## src/offset_trim_cfg.svh

```systemverilog
// register map, field layout, reset values and timing of the offset trim bank
`ifndef OFFSET_TRIM_CFG_SVH
`define OFFSET_TRIM_CFG_SVH

// register indices; byte address on the bus is four times the index
`define CORE2_INPUT_B_OFFSET_TRIM_IDX 12'h336
`define CORE3_INPUT_C_OFFSET_TRIM_IDX 12'h338
`define CORE3_INPUT_D_OFFSET_TRIM_IDX 12'h33a
`define CORE4_OFFSET_TRIM_IDX         12'h33c
`define CORE5_OFFSET_TRIM_IDX         12'h33e
`define TRIM_CONTROL_IDX              12'h340
`define TRIM_STATUS_IDX               12'h341

// field layout of each trim register
`define TRIM_FIELD_MSB    11
`define TRIM_FIELD_LSB    0
`define TRIM_RSVD_MSB     15
`define TRIM_RSVD_LSB     12
`define TRIM_REG_RESET    16'h0000

// control register bits
`define CTRL_RELOAD_BIT   0
// status register bits
`define STAT_LOADED_BIT   0
`define STAT_CAL_BIT      1
`define STAT_LOADING_BIT  2

// fuse copy takes one cycle
`define FUSE_LOAD_CYCLES  1

`endif

```

## src/offset_trim_bank_notes_unused.sv

```systemverilog
// holds no logic; the whole bank and its checks sit in offset_trim_bank.sv

```

## src/offset_trim_pkg.sv

```systemverilog
// types shared by the offset trim bank
package offset_trim_pkg;

  localparam int TRIM_COUNT = 5;
  localparam int TRIM_W     = 12;

  // one trim field per register, entry order follows the register map
  typedef logic [TRIM_COUNT-1:0][TRIM_W-1:0] trim_vec_t;

  // sequencer states, one-hot
  typedef enum logic [1:0] {
    ST_LOAD = 2'b01,
    ST_RUN  = 2'b10
  } trim_state_e;

  // corrections handed to the converter cores
  typedef struct packed {
    logic [TRIM_W-1:0] core2;
    logic              core2_valid;
    logic [TRIM_W-1:0] core3;
    logic [TRIM_W-1:0] core4;
    logic [TRIM_W-1:0] core5;
  } core_offsets_s;

endpackage

```

## src/offset_trim_bank.sv

```systemverilog
// offset trim register bank with wishbone slave and per-core correction mux
//
// Decided for this implementation: the Wishbone interface to the registers.
`timescale 1ns/10ps
`include "offset_trim_cfg.svh"
//
// Functional notes
// RULE_01 - core 2 on input b uses bits 11:0 of the core2 b trim register.
// RULE_02 - core 3 on input c uses bits 11:0 of the core3 c trim register.
// RULE_03 - core 3 on input d uses bits 11:0 of the core3 d trim register.
// RULE_04 - every core 4 sample uses bits 11:0 of the core4 trim register.
// RULE_05 - every core 5 sample uses bits 11:0 of the core5 trim register.
// RULE_06 - each trim field is loaded with its factory value from fuses.
// RULE_07 - software writes zero into reserved bits 15:12 of each trim.
// RULE_08 - each trim register is 16-bit read/write and resets to zero.
// RULE_09 - every 12-bit trim field is an unsigned number.
// RULE_10 - software leaves the trims alone while offset calibration runs.
// RULE_11 - a shared core picks its trim combinationally from its input.

module offset_trim_bank
  import offset_trim_pkg::*;
(
  input  wire logic          clk_i,
  input  wire logic          rst_i,
  input  wire logic          ce_i,
  // wishbone classic slave
  input  wire logic          cyc_i,
  input  wire logic          stb_i,
  input  wire logic          we_i,
  input  wire logic [13:0]   adr_i,
  input  wire logic [3:0]    sel_i,
  input  wire logic [31:0]   dat_i,
  output logic      [31:0]   dat_o,
  output logic               ack_o,
  // fuse storage and calibration engine, same clock
  input  wire trim_vec_t     fuse_trim_i,
  input  wire logic          cal_offset_busy_i,
  // current input selection of the shared cores
  input  wire logic          core2_sel_b_i,
  input  wire logic          core3_sel_d_i,
  output core_offsets_s      offsets_o
);

  localparam logic [11:0] IDX_TAB [TRIM_COUNT] = '{
    `CORE2_INPUT_B_OFFSET_TRIM_IDX,
    `CORE3_INPUT_C_OFFSET_TRIM_IDX,
    `CORE3_INPUT_D_OFFSET_TRIM_IDX,
    `CORE4_OFFSET_TRIM_IDX,
    `CORE5_OFFSET_TRIM_IDX
  };

  logic [15:0]     trim_reg [TRIM_COUNT];
  trim_state_e     state_reg;
  trim_state_e     state_next;
  logic            loaded_reg;
  logic            ack_reg;
  logic [31:0]     rdata_reg;
  logic [31:0]     rdata_next;
  logic [11:0]     word_idx;
  logic            bus_req;
  logic            wr_take;
  logic            ctrl_hit;
  logic            stat_hit;
  logic [TRIM_COUNT-1:0] trim_hit;
  logic [TRIM_W-1:0] trim_field [TRIM_COUNT];

  // word index of the request; bits 1:0 of the byte address are ignored
  assign word_idx = adr_i[13:2];
  // requests stall while the fuse copy is in progress
  assign bus_req  = cyc_i && stb_i && (state_reg == ST_RUN);
  // a write lands on the edge where the master sees ack high
  assign wr_take  = ce_i && bus_req && we_i && ack_reg;
  assign ctrl_hit = (word_idx == `TRIM_CONTROL_IDX);
  assign stat_hit = (word_idx == `TRIM_STATUS_IDX);

  // sequencer: copy fuses once after reset or on a reload request
  always_comb begin
    state_next = state_reg;
    case (state_reg)
      ST_LOAD: state_next = ST_RUN;
      ST_RUN: begin
        if (wr_take && ctrl_hit && sel_i[0] && dat_i[`CTRL_RELOAD_BIT]) begin
          state_next = ST_LOAD;
        end
      end
      default: state_next = ST_LOAD;
    endcase
  end

  always_ff @(posedge clk_i) begin
    if (rst_i) begin
      state_reg <= ST_LOAD;
    end else if (ce_i) begin
      state_reg <= state_next;
    end
  end

  // loaded flag stays set once the first fuse copy is done
  always_ff @(posedge clk_i) begin
    if (rst_i) begin
      loaded_reg <= 1'b0;
    end else if (ce_i && state_reg == ST_LOAD) begin
      loaded_reg <= 1'b1;
    end
  end

  // trim registers, one per entry
  generate
    for (genvar g = 0; g < TRIM_COUNT; g++) begin : g_trim
      assign trim_hit[g] = (word_idx == IDX_TAB[g]);
      assign trim_field[g] = trim_reg[g][`TRIM_FIELD_MSB:`TRIM_FIELD_LSB];
      always_ff @(posedge clk_i) begin
        if (rst_i) begin
          trim_reg[g] <= `TRIM_REG_RESET; // RULE_08
        end else if (ce_i && state_reg == ST_LOAD) begin
          // reserved bits cleared, field takes the factory value
          trim_reg[g] <= {4'h0, fuse_trim_i[g]}; // RULE_06
        end else if (wr_take && trim_hit[g]) begin
          // each byte lane stored when its sel_i bit is set; reserved bits keep what software wrote
          if (sel_i[0]) begin
            trim_reg[g][7:0] <= dat_i[7:0]; // RULE_08
          end
          if (sel_i[1]) begin
            trim_reg[g][15:8] <= dat_i[15:8]; // RULE_08
          end
        end
      end
    end
  endgenerate

  // read mux; unmapped words read zero
  always_comb begin
    rdata_next = 32'h0000_0000;
    for (int k = 0; k < TRIM_COUNT; k++) begin
      if (trim_hit[k]) begin
        rdata_next = {16'h0000, trim_reg[k]};
      end
    end
    if (stat_hit) begin
      rdata_next[`STAT_LOADED_BIT]  = loaded_reg;
      rdata_next[`STAT_CAL_BIT]     = cal_offset_busy_i;
      rdata_next[`STAT_LOADING_BIT] = (state_reg == ST_LOAD);
    end
  end

  // single-cycle ack; dropped the cycle after, so each request gets one
  always_ff @(posedge clk_i) begin
    if (rst_i) begin
      ack_reg <= 1'b0;
    end else if (ce_i) begin
      ack_reg <= bus_req && !ack_reg;
    end
  end

  // read data captured with the ack so it is stable while ack is high
  always_ff @(posedge clk_i) begin
    if (rst_i) begin
      rdata_reg <= 32'h0000_0000;
    end else if (ce_i && bus_req && !ack_reg) begin
      rdata_reg <= rdata_next;
    end
  end

  assign ack_o = ack_reg;
  assign dat_o = rdata_reg;

  // corrections; the shared-core mux is combinational so an input change
  // and its first sample see the new value in the same cycle
  always_comb begin
    offsets_o.core2       = trim_field[0]; // RULE_01
    offsets_o.core2_valid = core2_sel_b_i; // RULE_11
    offsets_o.core3       = core3_sel_d_i ?
      trim_field[2] : // RULE_03
      trim_field[1]; // RULE_02
    // unsigned fields: passed with no sign extension
    offsets_o.core4       = trim_field[3]; // RULE_04 RULE_09
    offsets_o.core5       = trim_field[4]; // RULE_05
  end

  // core 4 takes its own register for every sample
  logic [11:0] core4_field;
  assign core4_field = trim_reg[3][`TRIM_FIELD_MSB:`TRIM_FIELD_LSB]; // RULE_04

  // checks

  core2_b_apply_a: assert property ( // RULE_01
    @(posedge clk_i) disable iff (rst_i)
    core2_sel_b_i |-> offsets_o.core2_valid &&
      offsets_o.core2 == trim_reg[0][11:0])
    else $error("core2 input b correction wrong");

  core3_c_apply_a: assert property ( // RULE_02
    @(posedge clk_i) disable iff (rst_i)
    !core3_sel_d_i |-> offsets_o.core3 == trim_reg[1][11:0])
    else $error("core3 input c correction wrong");

  core3_d_apply_a: assert property ( // RULE_03
    @(posedge clk_i) disable iff (rst_i)
    core3_sel_d_i |-> offsets_o.core3 == trim_reg[2][11:0])
    else $error("core3 input d correction wrong");

  core4_apply_a: assert property ( // RULE_04
    @(posedge clk_i) disable iff (rst_i)
    offsets_o.core4 == core4_field && core4_field == trim_reg[3][11:0])
    else $error("core4 correction wrong");

  core5_apply_a: assert property ( // RULE_05
    @(posedge clk_i) disable iff (rst_i)
    offsets_o.core5 == trim_reg[4][11:0])
    else $error("core5 correction wrong");

  fuse_copy_a: assert property ( // RULE_06
    @(posedge clk_i) disable iff (rst_i)
    (ce_i && state_reg == ST_LOAD) |=>
      trim_reg[0] == {4'h0, $past(fuse_trim_i[0])} &&
      trim_reg[4] == {4'h0, $past(fuse_trim_i[4])} &&
      state_reg == ST_RUN && loaded_reg)
    else $error("fuse copy did not land");

  reset_zero_a: assert property ( // RULE_08
    @(posedge clk_i)
    rst_i |=> trim_reg[1] == 16'h0000 && trim_reg[3] == 16'h0000 &&
      state_reg == ST_LOAD && !ack_o)
    else $error("trim register not zero after reset");

  write_land_a: assert property ( // RULE_08
    @(posedge clk_i) disable iff (rst_i)
    (wr_take && trim_hit[3] && sel_i[1:0] == 2'b11) |=>
      trim_reg[3] == $past(dat_i[15:0]))
    else $error("trim write lost");

  ack_pulse_a: assert property (
    @(posedge clk_i) disable iff (rst_i)
    (ce_i && ack_o) |=> !ack_o)
    else $error("ack held longer than one cycle");

  ack_answer_a: assert property (
    @(posedge clk_i) disable iff (rst_i)
    (ce_i && bus_req && !ack_o) |=> ack_o ##1 !ack_o)
    else $error("ack not given one cycle after request");

  unsigned_field_a: assert property ( // RULE_09
    @(posedge clk_i) disable iff (rst_i)
    ($rose(ack_o) && trim_hit[4] && !$past(we_i)) |->
      dat_o[31:16] == 16'h0000)
    else $error("upper read bits not zero");

  // a low clock enable freezes the handshake, state and registers
  ce_freeze_a: assert property (
    @(posedge clk_i) disable iff (rst_i)
    !ce_i |=> $stable(ack_o) && $stable(state_reg) && $stable(dat_o) &&
      $stable(trim_reg[4]))
    else $error("state moved while clock enable low");

  // no answer and no write while the fuse copy runs
  load_no_ack_a: assert property (
    @(posedge clk_i) disable iff (rst_i)
    (state_reg == ST_LOAD) |-> !ack_o && !wr_take)
    else $error("bus answered during fuse copy");

  // a reload write starts a fresh fuse copy on the next edge
  reload_start_a: assert property ( // RULE_06
    @(posedge clk_i) disable iff (rst_i)
    (wr_take && ctrl_hit && sel_i[0] && dat_i[`CTRL_RELOAD_BIT]) |=>
      state_reg == ST_LOAD)
    else $error("reload write did not start a fuse copy");

  // the fuse copy leaves the reserved bits at zero
  rsvd_clear_a: assert property ( // RULE_06
    @(posedge clk_i) disable iff (rst_i)
    (ce_i && state_reg == ST_LOAD) |=>
      trim_reg[2][`TRIM_RSVD_MSB:`TRIM_RSVD_LSB] == 4'h0)
    else $error("reserved bits not cleared by fuse copy");

  // reserved bits are stored as written, so software reads its own value
  rsvd_store_a: assert property ( // RULE_08
    @(posedge clk_i) disable iff (rst_i)
    (wr_take && trim_hit[1] && sel_i[1]) |=>
      trim_reg[1][`TRIM_RSVD_MSB:`TRIM_RSVD_LSB] == $past(dat_i[15:12]))
    else $error("reserved bits not stored");

  // read data is the register as it stood at the taken edge
  read_capture_a: assert property ( // RULE_08
    @(posedge clk_i) disable iff (rst_i)
    (ce_i && bus_req && !ack_o && !we_i && trim_hit[2]) |=>
      dat_o == {16'h0000, $past(trim_reg[2])})
    else $error("trim read data wrong");

  // words outside the map read as zero
  unmapped_zero_a: assert property (
    @(posedge clk_i) disable iff (rst_i)
    (ce_i && bus_req && !ack_o && !we_i && !(|trim_hit) && !stat_hit) |=>
      dat_o == 32'h0000_0000)
    else $error("unmapped word did not read zero");

  // status shows the loaded flag and the calibration engine's busy level
  status_read_a: assert property (
    @(posedge clk_i) disable iff (rst_i)
    (ce_i && bus_req && !ack_o && !we_i && stat_hit) |=>
      dat_o[`STAT_CAL_BIT] == $past(cal_offset_busy_i) &&
      dat_o[`STAT_LOADED_BIT] == $past(loaded_reg))
    else $error("status read data wrong");

  // a change of input selection shows in the same cycle
  mux_follow_a: assert property ( // RULE_11
    @(posedge clk_i) disable iff (rst_i)
    $changed(core3_sel_d_i) |->
      offsets_o.core3 == (core3_sel_d_i ? trim_field[2] : trim_field[1]))
    else $error("core3 correction lagged its input selection");

endmodule

```

## config.mk

```make
export PLATFORM = sky130hd
export DESIGN_NAME = offset_trim_bank
export DESIGN_NICKNAME = d
export VERILOG_FILES = /design/src/offset_trim_bank_notes_unused.sv /design/src/offset_trim_pkg.sv /design/src/offset_trim_bank.sv
export VERILOG_INCLUDE_DIRS = /design/src
export SDC_FILE = /design/constraint.sdc
export NUM_CORES = 1
export LEC_CHECK = 0
export ABC_AREA = 1
export ABC_CLOCK_PERIOD_IN_PS = 2700
export BUFFER_PORTS_ARGS = -buffer_cell sky130_fd_sc_hd__buf_2
export CAP_MARGIN = 20
export CORE_AREA = 2 2 100 126
export DETAILED_ROUTE_END_ITERATION = 12
export DIE_AREA = 0 0 102 128
export GPL_TIMING_DRIVEN = 0
export PLACE_DENSITY = 0.83
export RECOVER_POWER = 100
export SYNTH_ARGS = -nofsm -noshare
export SYNTH_HDL_FRONTEND = slang
export SYNTH_SLANG_ARGS = --single-unit
```

## constraint.sdc

```tcl
create_clock -name clk_i -period 2.7 [get_ports clk_i]
set_input_delay 0.135 -clock clk_i [delete_from_list [all_inputs] [get_ports clk_i]]
set_output_delay 0.135 -clock clk_i [all_outputs]
set_load 0.01 [all_outputs]
```

-- After elaboration in Yosys (flattened, before gate mapping)
Memory sizes are Yosys's and may differ from the RTL's.
Cells that the tools add are included.
- flip-flop bits (word level): 36
- bits in writable memories: 80
- logic and storage cells: 119
- memories: 1
- equality and inequality tests: 10
- muxes and demuxes: 71
- bitwise logic cells: 15
- reductions and logical operators: 18
- memories (memory ; depth ; bits a word ; read ports ; clocked after Yosys merged registers in ; wr ports ; line ; source):
    trim_reg ; 5 ; 16 ; 5 ; 0 ; 5 ; offset_trim_bank.sv:52 ; logic [15:0] trim_reg [TRIM_COUNT];
- operators by type and width (operator ; count):
    32-bit two-way mux ; 4
    16-bit two-way mux ; 6
    12-bit by 10-bit equality test with 1-bit output (second input constant) ; 7
    8-bit two-way mux ; 10
    1-bit two-way mux ; 47
    1-bit logical AND ; 16
    1-bit bitwise OR ; 15
    12-bit two-way mux ; 1
    2-bit one-hot mux with 2 select lines ; 1
    3-bit two-way mux ; 1
    2-bit by 1-bit equality test with 1-bit output (second input constant) ; 1
    2-bit equality test (second input constant) ; 1
    2-bit two-way mux ; 1
    2-bit by 1-bit != test with 1-bit output (second input constant) ; 1
    2-bit AND reduction ; 1
    1-bit zero test ; 1

-- Logic depth before layout (Yosys ltp)
Gate-level depths: netlist of the first run.
- depth in word-level cells: 11
- depth in mapped cells: 13
- mapped depth without buffers: 12

-- Least setup slack after synthesis of the first run
OpenSTA, ideal clock, no wires.
- path type: register to register
- start: reg state_reg[0]
- end: mem trim_reg[0][0] (enable)
- setup time: 0.329 ns
- arrival time: 1.359 ns
- required time: 2.371 ns
- setup slack: 1.011 ns
- cell stages (with the launch flop): 9
- period minus slack after synthesis: 1.689 ns
- cell sequence: dfxtp_1 inv_1 nor2_1 inv_1 nor2_2 inv_1 nand2_2 clkinv_1 nand2_1
- RTL lines (item ; line ; source):
    start: declaration ; offset_trim_bank.sv:53 ; trim_state_e state_reg;
    start signal: assignment ; offset_trim_bank.sv:94 ; state_reg <= state_next;
    end: declaration ; offset_trim_bank.sv:52 ;

==> results of run 1 <==
-- cells in the mapped netlist (2+ instances only) --
cell type | count | share of area
nand2_1 | 122 | 0.079
edfxtp_1 | 80 | 0.41
nor2_4 | 5 | 0.0097
nand3_2 | 2 | 0.0034
inv_1 | 64 | 0.041
inv_2 | 3 | 0.0019
nand3_4 | 10 | 0.030
o21bai_1 | 15 | 0.019
clkinv_1 | 3 | 0.0019
nand4_1 | 4 | 0.0043
dfxtp_1 | 20 | 0.069
nand3b_1 | 14 | 0.018
nor2_2 | 2 | 0.0021
a21oi_1 | 7 | 0.0060
o21ai_1 | 12 | 0.010
buf_6 | 3 | 0.0058
nand3_1 | 68 | 0.058
buf_2 | 4 | 0.0034
o21ai_0 | 87 | 0.075
nor2_1 | 43 | 0.028
o21a_1 | 13 | 0.017
nand2_2 | 4 | 0.0043
clkbuf_1 | 17 | 0.011
buf_4 | 54 | 0.069
mux2_2 | 2 | 0.0039
-- worst max-delay path, cell delays in order, from the launching register on --
cell and delay (ns):
dfxtp_1 0.35, inv_1 0.05, nor2_1 0.10, inv_1 0.08, nor2_2 0.36, inv_1 0.08, nand2_1 0.21, clkinv_1 0.32
nand2_1 0.45
-- area by class of cell --
class                   instances  area, um^2  share of cell area
flip-flops and latches        100        2803              0.4000
multi-input cells             431        2116              0.3020
repair buffers                163       774.5              0.1105
plain buffers                  81       559.3             0.07982
inverters                      71       267.8             0.03821
clock buffers                  13       260.3             0.03714
well taps                     164       205.2             0.02929
clock inverters                 3       21.27            0.003036
-- stage by stage --
step	total power, W	area (um^2)	hold WS (ns)
global placement	0.002400	6910	0.3830
finish	0.003612	7007	0.09229
floorplan	0.002169	5889	0.2041
CTS	0.003616	7192	0.02551
global route	0.003736	7007	0.09448
detailed placement	0.002413	6910	0.3920
-- kinds of logic (layout without fill, tap and decap cells) --
| family | after synthesis | after routing | share of synthesized area |
|---|---|---|---|
| DFF | 100 | 100 | 0.4805 |
| buffers and inverters | 152 | 331 | 0.1424 |
| other | 1 | 16 | 0.0006429 |
| muxes | 2 | 2 | 0.003861 |
| AOI/OAI and AO/OA | 134 | 134 | 0.1270 |
| and+or+nand+nor | 279 | 279 | 0.2456 |
-- worst paths after layout --
kind                           to  slack (ns)  cells past startpoint
hold reg to reg          dat_o[2]        0.48                      2
setup / recovery   trim_reg[0][0]        0.36                      8
setup reg to reg   trim_reg[0][0]        0.36                      8
hold / removal    trim_reg[2][10]        0.09                      3
-- routing by layer --
metal	global-route usage	share of wire	vias to the layer above
met2	0.4474	0.49	316
li1	-	-	2556
met1	0.3208	0.38	2385
met3	0.04689	0.097	47
met4	0.09882	0.033	0
met5	0	0	-
-- power by group --
group | switching [W] | internal (W) | total (W)
logic | 0.000317 | 0.000210 | 0.000526
clock network | 0.000566 | 0.000679 | 0.00124
registers | 0.0000536 | 0.00179 | 0.00184
==> summary.md, run 1 <==
| Metric | Value |
|---|---|
| Peak supply drop | 0.3287 mV |
| Ant diodes | 0 |
| Commonest non-fill, non-tap cells in the layout | buf_2 (131), nand2_1 (123), o21ai_0 (98) |
| Row Count | 45 |
| PortBufs | 163 |
| Crit start category | register |
| Clock skew | 0.01037 ns |
| Crit end category | register |
| HPWL Detailed | 12970 um |
| Place WS | 0.4984 ns |
| Placed Cells incl. Taps | 1010 |
| DR vias | 5304 |
| Fin cells | 1026 |
| Crit path time final | 2.345 ns |
| Post-CTS Setup Repair Bufs | 0 |
| Fin Setup TNS | 0 ns |
| Synthesized netlist cell count | 668 |
| Vias in the first global route | 4971 |
| H-tree Lvls | 3 |
| First-pass GRT wire length | 25590 um |
| Inserted Clock Buffers | 9 |
| Largest net degree at the start of global routing | 17 |
| IO Count | 201 |
| Initial antenna violation count | 0 |
| Sequential share of the synthesized area | 0.4805 |
| CTS sink cnt | 100 |
| Share of cells above drive strength 1 | 0.2599 |
| HP Class | in2reg |
| Clock root buffer | clkbuf_16 |
| Hold_sp | fuse_trim_i[34] |
| P&R area growth vs syn | 20.12% |
| Pwr dens | 515.5 nW/um^2 |
| WL final | 16570 um |
| Post-detailed-route count of antenna-violating nets | 0 |
| Max_cap viols | 0 |
| Endpoints failing hold | 0 |
| Total GRT Usage | 0.2593 |
| CTS tree | yes |
| Final Setup Violations | 0 |
| CP max FO | 10 |
| Fin crit share | 0.8685 |
| Chip Height | 128 um |
| Reg clk slew, reported paths | 0.07 ns |
| Post-route setup slack | 0.3550 ns |
| Worst Setup SP | state_reg[0] |
| # DRC | 0 |
| RSZ-0062 raised after global routing | no |
| Most common cell after layout, fill and taps aside | buf_2 |
| #FFs+latches synth | 100 |
| Critical path class | reg2reg |
| Via-to-Cell Ratio | 5.170 |
| Async set-reset flop share out of synthesis | 0 |
| Clock tree buffer depth | 2 |
| Slew headroom | 0.5749 |
| Max reg flops | 80 |
| Hold_buf cts | 0 |
| Post-synthesis area per instance | 8.732 um^2 |
| DR pass1 iterations | 5 |
| Die ar. | 13060 um^2 |
| Final Slew Violations | 0 |
| PostCTS Resize Cnt | 0 |
| Core region area | 11940 um^2 |
| Grt total ovfl | 0 |
| WL/cell | 16.15 um |
| Critical Path AT | 2.34 ns |
| Gpl congestion | 0.9302 |
| LEAKAGE | 3.160 nW |
| F_max | 426.4 MHz |
| Initial Util | 0.4887 |
| Top FF cell, synth | edfxtp_1 |
| Synthesized area | 5833 um^2 |
| Distinct cells, synth | 35 |
| Yosys warnings | 0 |
| Starting DRC count in detailed routing | 444 |
| Number of flops mapped to enable cells by yosys | 80 |
| Worst-skew pair later-pin latency | 0.35 ns |
| Worst Path Required | 2.70 ns |
| Worst reg2reg path startpoint | state_reg[0] |
| Outcome | complete, no violations |
| Least-Margin Pin Slew | 0.6377 ns |
| Fillers | 1132 |
| Layout Nets | 976 |
| Final core utilization | 0.5870 |
| Die W | 102 um |
No activity file was read; power rests on OpenSTA's default activity.
==> inputs of run 2 (changes only) <==
--- a/config.mk
+++ b/config.mk
@@ -16,6 +16,7 @@
 export GPL_TIMING_DRIVEN = 0
 export PLACE_DENSITY = 0.83
 export RECOVER_POWER = 100
+export REMOVE_ABC_BUFFERS = 1
 export SYNTH_ARGS = -nofsm -noshare
 export SYNTH_HDL_FRONTEND = slang
 export SYNTH_SLANG_ARGS = --single-unit
==> constraint.sdc (replaced) <==
create_clock -name clk_i -period 2.7 [get_ports clk_i]
set_input_delay 0.135 -clock clk_i [delete_from_list [all_inputs] [get_ports clk_i]]
set_output_delay 0.135 -clock clk_i [all_outputs]
set_load 0.005 [all_outputs]
==> run 2 against run 1 <==
  * Sequential share of layout area rose by 2.6 points
  * Total power is 0.95% higher
  * Largest cell class unchanged
  * Via count shrank 8.7%
==> summary.md, run 2 (synthesis results as in run 1) <==
| Metric | Value |
|---|---|
| HP Class | in2reg |
| Share of cells above drive strength 1 | 0.2092 (-0.05068) |
| Total GRT Usage | 0.2389 (-0.02049) |
| Final Setup Violations | 0 (unchanged) |
| Layout Nets | 898 (-8.0%) |
| Fin crit share | 0.9325 (+0.06402) |
| Outcome | complete, no violations |
| Grt total ovfl | 0 (unchanged) |
| Initial Util | 0.4887 (unchanged) |
| Clock skew | 0.009577 ns (-0.0007902 ns) |
| P&R area growth vs syn | 12.89% |
| Crit start category | register |
| Worst hold stages | 2 (-1) |
| Peak supply drop | 0.2988 mV (-9.1%) |
| Hold_sp | rst_i |
| PostCTS Resize Cnt | 0 (unchanged) |
| Max_cap viols | 0 (unchanged) |
| Largest net degree at the start of global routing | 47 (+30) |
| Post-CTS Setup Repair Bufs | 0 (unchanged) |
| Final core utilization | 0.5517 (-0.03533) |
| RSZ-0062 raised after global routing | no |
| Reg2Reg Depth | 9 (+1) |
| Max reg flops | 80 (unchanged) |
| First-pass GRT wire length | 23340 um (-8.8%) |
| Critical Path AT | 2.51 ns (+0.17 ns) |
| Gpl congestion | 0.8687 (-6.6%) |
| CTS sink cnt | 100 (unchanged) |
| Worst Path Required | 2.69 ns (about the same) |
| Die W | 102 um (unchanged) |
| Chip Height | 128 um (unchanged) |
| Row Count | 45 (unchanged) |
| Via-to-Cell Ratio | 5.110 (-1.2%) |
| Ant diodes | 0 (unchanged) |
| Vias in the first global route | 4552 (-8.4%) |
| PortBufs | 162 (-0.61%) |
| R2R Path End | trim_reg[0][8] |
| Core region area | 11940 um^2 (unchanged) |
| LEAKAGE | 2.866 nW (-9.3%) |
| Clock tree buffer depth | 2 (unchanged) |
| WL final | 15890 um (-4.1%) |
| DR pass1 iterations | 5 (unchanged) |
| Crit path time final | 2.518 ns (+0.1729 ns) |
| Worst Hold Margin | 0.01676 ns (-0.07553 ns) |
| # DRC | 0 (unchanged) |
| Initial antenna violation count | 0 (unchanged) |
| Final Slew Violations | 0 (unchanged) |
| HPWL Detailed | 11460 um (-12%) |
| Worst Setup SP | state_reg[0] |
| F_max | 397.2 MHz (-6.9%) |
| CTS tree | yes |
| Starting DRC count in detailed routing | 292 (-34%) |
| Clock root buffer | clkbuf_16 |
| WL/cell | 16.76 um (+3.8%) |
| Inserted Clock Buffers | 9 (unchanged) |
| Die ar. | 13060 um^2 (unchanged) |
| Worst reg2reg path startpoint | state_reg[0] |
| CP max FO | 17 (+7) |
| Crit end category | register |
| Least-Margin Pin Slew | 1.279 ns (+0.6418 ns) |
| Most common cell after layout, fill and taps aside | buf_2 |
| Commonest non-fill, non-tap cells in the layout | buf_2 (123), nand2_1 (122), o21ai_0 (97) |
| Post-detailed-route count of antenna-violating nets | 0 (unchanged) |
| H-tree Lvls | 3 (unchanged) |
| WHS Endpoint | ack_o |
| Pwr Total | 0.003646 W (+0.95%) |
| Pwr dens | 553.7 nW/um^2 (+7.4%) |
| Endpoints failing hold | 0 (unchanged) |
| Critical path class | reg2reg |
| Hold_buf cts | 0 (unchanged) |
| Worst-skew pair later-pin latency | 0.35 ns (about the same) |
| Slew headroom | 0.1439 (-0.4310) |
| Reg2reg setup slack | 0.18 ns (-0.17 ns) |
| Reg clk slew, reported paths | 0.07 ns (about the same) |
| IO Count | 201 (unchanged) |
| DR vias | 4844 (-8.7%) |
[run 2: changes by cell type in the layout (fill, tap and decap cells not counted), sizes merged]
| cell | before | now |
|---|---|---|
| clkbuf | 101 | 53 |
| buf | 156 | 126 |
| bufinv | 0 | 1 |
| clkinv | 5 | 4 |
| clkinvlp | 1 | 0 |
| nor2 | 50 | 51 |
[run 2: layer usage]
metal	wire length [um]	vias up	track usage
met1	6076	2202	0.2833
met3	1049	30	0.04253
met5	0	-	0
li1	-	2405	-
met4	483	0	0.09020
met2	8284	207	0.4257
[run 2: worst max-delay path by stage]
| stage | endpoint | slack [ns] |
|---|---|---|
| after global routing | trim_reg[0][8] | 0.04 |
| after floorplan | trim_reg[0][0] | -0.14 |
| final | trim_reg[0][8] | 0.18 |
| after CTS | trim_reg[0][10] | 0.12 |
| after detailed placement | trim_reg[0][10] | 0.15 |
| after global placement | trim_reg[0][10] | -1.17 |
[run 2: cell type report]
| type | count | area [um^2] |
|---|---|---|
| well taps | 164 | 205.2 |
| multi-input cells | 432 | 2160 |
| flip-flops and latches | 100 | 2803 |
| clock inverters | 2 | 38.79 |
| fillers | 1141 | 5351 |
| repair buffers | 165 | 824.5 |
| inverters | 71 | 269.0 |
| clock buffers | 14 | 285.3 |
[run 2: metrics by stage]
| stage | TNS (ns) | cells | cell area, um^2 | setup slack (ns) |
|---|---|---|---|---|
| detailed placement | 0 | 931 | 6411 | 0.1474 |
| CTS | 0 | 947 | 6735 | 0.1236 |
| floorplan | -11.32 | 602 | 5326 | -0.1416 |
| finish | 0 | 948 | 6585 | 0.1822 |
| global placement | -139.41 | 928 | 6342 | -1.172 |
| global route | 0 | 948 | 6585 | 0.03854 |
[run 2: worst max-delay path, cell delays in order (launching register included)]
cell     delay, ns
dfxtp_1       0.37
inv_1         0.05
nor2_1        0.12
inv_1         0.14
nor2_4        0.43
inv_1         0.10
nand2_2       0.14
nor2_4        0.08
nand3_1       0.32
nand2_1       0.40
[run 2: report_power, final]
part           internal (W)  switching, W
combinational      0.000145      0.000262
sequential          0.00179     0.0000526
clock              0.000831      0.000569
